==> config.mk <==
export PLATFORM = sky130hd
export DESIGN_NAME = spi_burst_control
export DESIGN_NICKNAME = d
export VERILOG_FILES = /design/src/hdl/spi_burst_control.v /design/src/hdl/pin_sync.v
export VERILOG_INCLUDE_DIRS = /design/src /design/src/hdl
export SDC_FILE = /design/constraint.sdc
export NUM_CORES = 1
export LEC_CHECK = 0
export BUFFER_PORTS_ARGS = -buffer_cell sky130_fd_sc_hd__buf_2
export CORE_ASPECT_RATIO = 1.75
export CORE_MARGIN = 10
export CORE_UTILIZATION = 60
export CTS_BUF_LIST = sky130_fd_sc_hd__clkbuf_8
export CTS_CLUSTER_DIAMETER = 80
export DETAILED_ROUTE_END_ITERATION = 10
export MAX_ROUTING_LAYER = met4
export PLACE_DENSITY = 0.82
export REMOVE_ABC_BUFFERS = 1
export SYNTH_ARGS = -nofsm -noshare
export SYNTH_HDL_FRONTEND = slang
export SYNTH_HIERARCHICAL = 1
export SYNTH_SLANG_ARGS = --single-unit
==> constraint.sdc <==
create_clock -name mclk_in -period 6.8 [get_ports mclk_in]
set_clock_uncertainty 0.05 [all_clocks]
set_input_delay 1.36 -clock mclk_in [delete_from_list [all_inputs] [get_ports mclk_in]]
set_output_delay 1.36 -clock mclk_in [all_outputs]
set_load 0.005 [all_outputs]
==> src/hdl/spi_burst_defs.vh <==
// constants for the spi burst controller: field widths, states, queue depth
// assumes inclusion by bare name from the design files
`ifndef SPI_BURST_DEFS_VH
`define SPI_BURST_DEFS_VH
`define BURST_LEN_W 12
`define WORD_W 32
`define QUEUE_AW 3
`define QUEUE_DEPTH 8
`define BIT_IDX_W 5
`define ST_IDLE 2'h0
`define ST_RUN 2'h1
`define ST_DONE 2'h2
`endif

==> src/hdl/spi_burst_control.v <==
// burst control and transmit queue sequencing of an spi controller
// assumes one clock, sclk and select pins sampled through pin_sync
// What this block does
// - in slave mode, slave_select_control picks how a burst ends.
// - slave, control zero: burst ends after burst length field plus one bits.
// - slave, control one: burst ends when select input negates.
// - slave mode uses burst length only while slave_select_control is clear.
// - burst length field holds bit count minus one.
// - master bursts of 32n+1 bits take one more queue word and send only its first bit.
// - exchange_trigger starts a transfer of the queued data.
// - queue writes during exchange never disturb empty flag or read pointer.
// - with auto start clear, no duplicate send can arise.
`include "spi_burst_defs.vh"
module spi_burst_control (
    input wire mclk_in,
    input wire reset_in,
    input wire master_mode_in,
    input wire slave_select_control_in,
    input wire auto_start_on_fill_in,
    input wire exchange_trigger_in,
    input wire [`BURST_LEN_W-1:0] burst_length_in,
    input wire [`WORD_W-1:0] tx_data_in,
    input wire tx_write_in,
    input wire [7:0] sclk_half_div_in,
    input wire slave_sclk_in,
    input wire slave_select_input_in,
    input wire slave_mosi_in,
    output wire tx_ready_out,
    output reg sclk_out,
    output reg mosi_out,
    output reg select_n_out,
    output reg miso_out,
    output reg miso_oe_out,
    output reg busy_out,
    output reg burst_done_out,
    output reg tx_empty_out,
    output reg [`QUEUE_AW:0] tx_fifo_read_pointer_out,
    output reg [`WORD_W-1:0] rx_word_out,
    output reg rx_valid_out
);
    reg [`WORD_W-1:0] transmit_queue [0:`QUEUE_DEPTH-1];
    reg [`QUEUE_AW:0] wr_ptr;
    reg [`QUEUE_AW:0] rd_ptr;
    reg [1:0] state;
    reg [`BURST_LEN_W-1:0] bits_left;
    reg [`BIT_IDX_W-1:0] bit_idx;
    reg [`WORD_W-1:0] shift_tx;
    reg [`WORD_W-1:0] shift_rx;
    reg [7:0] div_cnt;
    reg sclk_q;
    reg sel_q;
    wire sclk_s;
    wire sel_s;
    wire mosi_s;
    wire last_bit;
    wire [`WORD_W-1:0] head_word;
    wire queue_empty;
    wire queue_full;
    wire tick;
    wire shift_edge;
    wire sample_edge;
    wire sel_negate;
    wire start;

    pin_sync u_sync_sclk (
        .mclk_in(mclk_in),
        .reset_in(reset_in),
        .pin_in(slave_sclk_in),
        .reset_level_in(1'b0),
        .level_out(sclk_s)
    );
    pin_sync u_sync_sel (
        .mclk_in(mclk_in),
        .reset_in(reset_in),
        .pin_in(slave_select_input_in),
        .reset_level_in(1'b1),
        .level_out(sel_s)
    );
    // data pin takes the same path as the clock pin, so both line up at the sample
    pin_sync u_sync_mosi (
        .mclk_in(mclk_in),
        .reset_in(reset_in),
        .pin_in(slave_mosi_in),
        .reset_level_in(1'b0),
        .level_out(mosi_s)
    );

    function [`QUEUE_AW:0] ptr_inc;
        input [`QUEUE_AW:0] p;
        begin
            ptr_inc = p + 1'b1;
        end
    endfunction

    // empty derives from registered pointers only, so a write mid-burst cannot glitch it
    assign queue_empty = (wr_ptr == rd_ptr);
    assign head_word = transmit_queue[rd_ptr[`QUEUE_AW-1:0]];
    // counting ends master bursts, and slave bursts when control bit clear
    assign last_bit = (master_mode_in || !slave_select_control_in)
        && (bits_left == {`BURST_LEN_W{1'b0}});
    assign queue_full = (wr_ptr[`QUEUE_AW-1:0] == rd_ptr[`QUEUE_AW-1:0])
        && (wr_ptr[`QUEUE_AW] != rd_ptr[`QUEUE_AW]);
    assign tx_ready_out = !queue_full;
    assign tick = master_mode_in && (div_cnt == 8'h00);
    // master: drive on falling sclk, sample on rising; slave: same edges of the pin
    assign shift_edge = master_mode_in ? (tick && sclk_q) : (sclk_q && !sclk_s);
    assign sample_edge = master_mode_in ? (tick && !sclk_q) : (!sclk_q && sclk_s);
    assign sel_negate = !sel_q && sel_s;
    // trigger or, with auto start, any queued data starts the burst
    assign start = (state == `ST_IDLE) && !queue_empty
        && (exchange_trigger_in || auto_start_on_fill_in);

    always @(posedge mclk_in)
    begin
        if (reset_in)
        begin
            wr_ptr <= {(`QUEUE_AW+1){1'b0}};
        end
        else if (tx_write_in && !queue_full)
        begin
            // only the write pointer moves; the read side is untouched
            transmit_queue[wr_ptr[`QUEUE_AW-1:0]] <= tx_data_in;
            wr_ptr <= ptr_inc(wr_ptr);
        end
    end

    always @(posedge mclk_in)
    begin
        if (reset_in)
        begin
            state <= `ST_IDLE;
            rd_ptr <= {(`QUEUE_AW+1){1'b0}};
            bits_left <= {`BURST_LEN_W{1'b0}};
            bit_idx <= {`BIT_IDX_W{1'b0}};
            shift_tx <= {`WORD_W{1'b0}};
            shift_rx <= {`WORD_W{1'b0}};
            div_cnt <= 8'h00;
            sclk_q <= 1'b0;
            sel_q <= 1'b1;
            sclk_out <= 1'b0;
            mosi_out <= 1'b0;
            select_n_out <= 1'b1;
            miso_out <= 1'b0;
            miso_oe_out <= 1'b0;
            busy_out <= 1'b0;
            burst_done_out <= 1'b0;
            tx_empty_out <= 1'b1;
            tx_fifo_read_pointer_out <= {(`QUEUE_AW+1){1'b0}};
            rx_word_out <= {`WORD_W{1'b0}};
            rx_valid_out <= 1'b0;
        end
        else
        begin
            burst_done_out <= 1'b0;
            rx_valid_out <= 1'b0;
            tx_empty_out <= queue_empty;
            tx_fifo_read_pointer_out <= rd_ptr;
            if (master_mode_in)
                sclk_q <= tick ? !sclk_q : sclk_q;
            else
                sclk_q <= sclk_s;
            sel_q <= sel_s;
            div_cnt <= (!master_mode_in || tick) ? sclk_half_div_in : div_cnt - 8'h01;
            case (state)
                `ST_IDLE:
                begin
                    sclk_q <= 1'b0;
                    sclk_out <= 1'b0;
                    if (start)
                    begin
                        // field is count minus one; the field loads as is
                        bits_left <= burst_length_in;
                        // the word leaves the queue once, pointer steps once per word
                        // first bit goes out now, ahead of the first rising clock
                        mosi_out <= head_word[`WORD_W-1];
                        miso_out <= head_word[`WORD_W-1];
                        shift_tx <= {head_word[`WORD_W-2:0], 1'b0};
                        rd_ptr <= ptr_inc(rd_ptr);
                        bit_idx <= {`BIT_IDX_W{1'b0}};
                        busy_out <= 1'b1;
                        select_n_out <= !master_mode_in;
                        miso_oe_out <= !master_mode_in;
                        state <= `ST_RUN;
                    end
                end
                `ST_RUN:
                begin
                    if (master_mode_in)
                        sclk_out <= tick ? !sclk_q : sclk_q;
                    if (shift_edge)
                    begin
                        mosi_out <= shift_tx[`WORD_W-1];
                        miso_out <= shift_tx[`WORD_W-1];
                        shift_tx <= {shift_tx[`WORD_W-2:0], 1'b0};
                    end
                    if (sample_edge)
                    begin
                        shift_rx <= {shift_rx[`WORD_W-2:0], master_mode_in ? 1'b0 : mosi_s};
                        bit_idx <= bit_idx + 1'b1;
                        if (bit_idx == {`BIT_IDX_W{1'b1}})
                        begin
                            rx_word_out <= {shift_rx[`WORD_W-2:0], mosi_s};
                            rx_valid_out <= 1'b1;
                            // next word only at a boundary inside the burst; the last bit
                            // must not swallow a word that will never be sent
                            if (!queue_empty && !last_bit)
                            begin
                                shift_tx <= head_word;
                                rd_ptr <= ptr_inc(rd_ptr);
                            end
                        end
                        if (last_bit)
                            state <= `ST_DONE;
                        else
                            bits_left <= bits_left - 1'b1;
                    end
                    // select negation ends a slave burst when the control bit is set
                    if (!master_mode_in && slave_select_control_in && sel_negate)
                        state <= `ST_DONE;
                end
                `ST_DONE:
                begin
                    if (bit_idx != {`BIT_IDX_W{1'b0}})
                    begin
                        rx_word_out <= shift_rx;
                        rx_valid_out <= 1'b1;
                    end
                    busy_out <= 1'b0;
                    burst_done_out <= 1'b1;
                    select_n_out <= 1'b1;
                    miso_oe_out <= 1'b0;
                    sclk_out <= 1'b0;
                    state <= `ST_IDLE;
                end
                default:
                    state <= `ST_IDLE;
            endcase
        end
    end
endmodule

==> src/hdl/pin_sync.v <==
// three-stage synchroniser for one pin input with second/third agreement
// assumes the pin is asynchronous to mclk_in
`include "spi_burst_defs.vh"
module pin_sync (
    input wire mclk_in,
    input wire reset_in,
    input wire pin_in,
    input wire reset_level_in,
    output reg level_out
);
    reg s1;
    reg s2;
    reg s3;
    always @(posedge mclk_in)
    begin
        if (reset_in)
        begin
            // each pin rests at its own idle level, so no false edge follows reset
            s1 <= reset_level_in;
            s2 <= reset_level_in;
            s3 <= reset_level_in;
            level_out <= reset_level_in;
        end
        else
        begin
            s1 <= pin_in;
            s2 <= s1;
            s3 <= s2;
            // a change counts only once the last two stages agree
            if (s2 == s3)
                level_out <= s3;
        end
    end
endmodule

==> impl_metrics.yaml <==
floorplanning:
  fp-row-count: 83
  die_height_um: 247
  io_pins: 108
  dieArea_mm2: 0.0371
  core_mm2: 0.0293
  fp.dieW_um: 150
  start_util: 0.606
cts:
  cts_tree: "done"
  postCtsSetupBuffers: 0
  cts-root-buf: "clkbuf_8"
  clk_pin_slew_ns: 0.07
  cts-resized-gates: 0
  cts_hold_buf: 0
  numCtsBuffers: 54
  worst_skew_pair.late_latency_ns: 0.62
  numClockSinks: 416
  clockBufferDepth: 3
  cts_max_level: 2
yosys:
  synth-edff-count: 259
  synth_seq_area_share: 0.615
  synth.top_cells.by_area: "edfxtp_1 (44%), dfxtp_1 (18%), mux4_2 (8.1%)"
  synthCells: 1292
  yosys.cell_types.count: 67
  yosysTopAreaCell: "edfxtp_1"
  synth_top_area_frac: 0.438
  ys_async_sr_fraction: 0
  yosys_warnings: 6
  syn-cell-area_mm2: 0.0177
  synthFlopType: "edfxtp_1"
  syn_avg_cell_area_um2: 13.7
  synth_common_cells: "edfxtp_1 (259), nor2_1 (158), dfxtp_1 (157)"
  synth.most_common_cell: "edfxtp_1"
  synth_seq_cells: 416
route:
  drc_errors: 0
  via_count: 11000
  viasPerCell: 6.03
  drtIter0Drc: 631
  wl_um: 37300
  dr.pass1.iters: 5
  wl_per_cell_um: 20.5
  ant_nets: 0
pwr:
  p_leak_nw: 7.19
  p_per_area_mw_per_mm2: 337
  peakVddDrop_mv: 0.222
grt:
  grt_pass1_wl_um: 59000
  grt_pass1_vias: 11300
  grt_usage: 0.206
  grt.overflow.total: 0
  grt_antenna_before_repair: 1
  grt_max_degree: 95
worst_setup_path:
  worstSetupEndpointType: "register"
  cp.arrival_ns: 4.37
  worstSetupPathType: "register to register"
  critPathRequiredTime_ns: 7.30
  cp_slowest_stage_delay_ns: 0.71
  critPathMaxFanout: 24
  crit_path_start_kind: "register"
  path_cells: "inv_1 -> ha_1 -> o21ai_0 -> a41o_1 -> nand2_1 -> o211ai_2 -> or4_1 -> a31oi_1"
  crit_slowest_cell: "nand2_1"
sta:
  maxSlewHeadroom: 0.170
  worst_pin_slew_ns: 1.25
  fin_tns_setup_ns: 0
  clock.fmax_mhz: 258
  hold_viol: 0
  final.period_utilization: 0.570
  finalWorstPathRequiredPeriod_ns: 3.88
  grt_setup_unrepaired: "false"
  finalSetupViolations: 0
  fin_ws_ns: 2.92
  drv_slew: 0
finish:
  regArea_mm2: 0.0109
  syn_to_final_growth_pct: 11.1
  nets: 1466
  nFillCells: 2080
  drive_gt1_frac: 0.257
  final_cell_area_mm2: 0.0197
  multi_input_area_mm2: 0.00641
place:
  place_hpwl_um: 23100
  placement.cell_area_mm2: 0.0186
  dpl_worst_slack_ns: 2.35
  io_buffers: 107
  gp_congestion: 0.828
hold_path:
  hold_class: "register to register"
job:
  cap_violations: 0
outcome:
  status: "completed"
## critical path: cells and delay by family, from the launching register on
family	cells	cell delay (ns)
DFF	1	0.32
AOI/OAI and AO/OA	4	1.61
buffers and inverters	1	0.10
adders and majority gates	1	0.42
and+or+nand+nor	2	1.29
## area by class of cell
class                           count  share of cell area
Antenna cell                        1            0.000127
Clock buffer                       57              0.0398
Clock inverter                     44              0.0155
Inverter                           27             0.00514
Multi-Input combinational cell    765               0.325
Sequential cell                   416               0.555
Tap cell                          382              0.0243
Timing Repair Buffer              128              0.0353
## worst paths after layout
path | from | depth (start not counted) | to | slack (ns)
max reg2reg | state[0]$_SDFFE_PP0P_ | 8 | bits_left[3]$_SDFFE_PP0P_ | 2.92
min reg2reg | u_sync_sclk/s1$_DFF_P_ | 2 | u_sync_sclk/s2$_DFF_P_ | 0.39
min | u_sync_sclk/s1$_DFF_P_ | 2 | u_sync_sclk/s2$_DFF_P_ | 0.39
max | state[0]$_SDFFE_PP0P_ | 8 | bits_left[3]$_SDFFE_PP0P_ | 2.92
## power by group
group / switching [mW] / total [mW] / internal [mW]
clock network: 0.892 / 1.83 / 0.937
registers: 0.163 / 3.01 / 2.85
logic: 1.04 / 1.80 / 0.762
total: 2.09 / 6.64 / 4.55
## through the flow
step	utilization	hold slack (ns)	cells	total power, mW
6_report	0.673	0.390	1820	6.64
2_1_floorplan	-	0.365	1208	4.37
5_1_grt	0.673	0.419	1820	6.96
3_5_place_dp	0.636	0.382	1718	4.85
4_1_cts	0.673	0.396	1819	6.67
3_3_place_gp	0.636	0.377	1718	4.79
## layout by cell type, fill, tap and decap left out, types with 8 or more instances in the layout
cell and count:
a211oi_1 25, a21oi_1 36, a221oi_1 17, a2bb2oi_1 18, buf_2 106, buf_4 22
clkbuf_8 57, clkinv_1 11, clkinv_2 12, dfxtp_1 154, edfxtp_1 259, ha_1 12
inv_1 39, mux2_2 71, mux2i_1 94, mux4_2 64, nand2_1 43, nand2b_1 14
nand3_1 8, nand4_1 8, nor2_1 156, nor2b_1 10, nor3_1 11, o21ai_0 22
o21bai_1 31, o31a_1 13, xnor2_1 9, xor2_1 9
## routing by layer
metal,track usage,part of all wire,vias to the layer above
met5,-,0,-
met1,0.228,0.38,5479
met4,0.0858,0.031,0
met3,0.0357,0.053,85
met2,0.359,0.53,313
li1,-,-,5100
## state kept, by name (all words and copies together), names as in the netlist, 2 cells and up, named ones only
| name | cells |
|---|---|
| state | 2 |
| bit_idx | 5 |
| rd_ptr | 4 |
| shift_tx | 32 |
| rx_word_out | 32 |
| tx_fifo_read_pointer_out | 4 |
| bits_left | 12 |
| div_cnt | 8 |
| wr_ptr | 4 |
| transmit_queue | 256 |
| shift_rx | 32 |
## logic make-up after synthesis
logic type	count (synthesis)	synth area share
AOI/OAI and AO/OA	205	0.0836
xor gates and xnor gates	18	0.00889
adders and majority gates	12	0.00846
buffers and inverters	112	0.0260
DFF	416	0.615
muxes	230	0.180
other	2	0.000423
and+or+nand+nor	297	0.0772
Power figures use the tool's default switching activity.
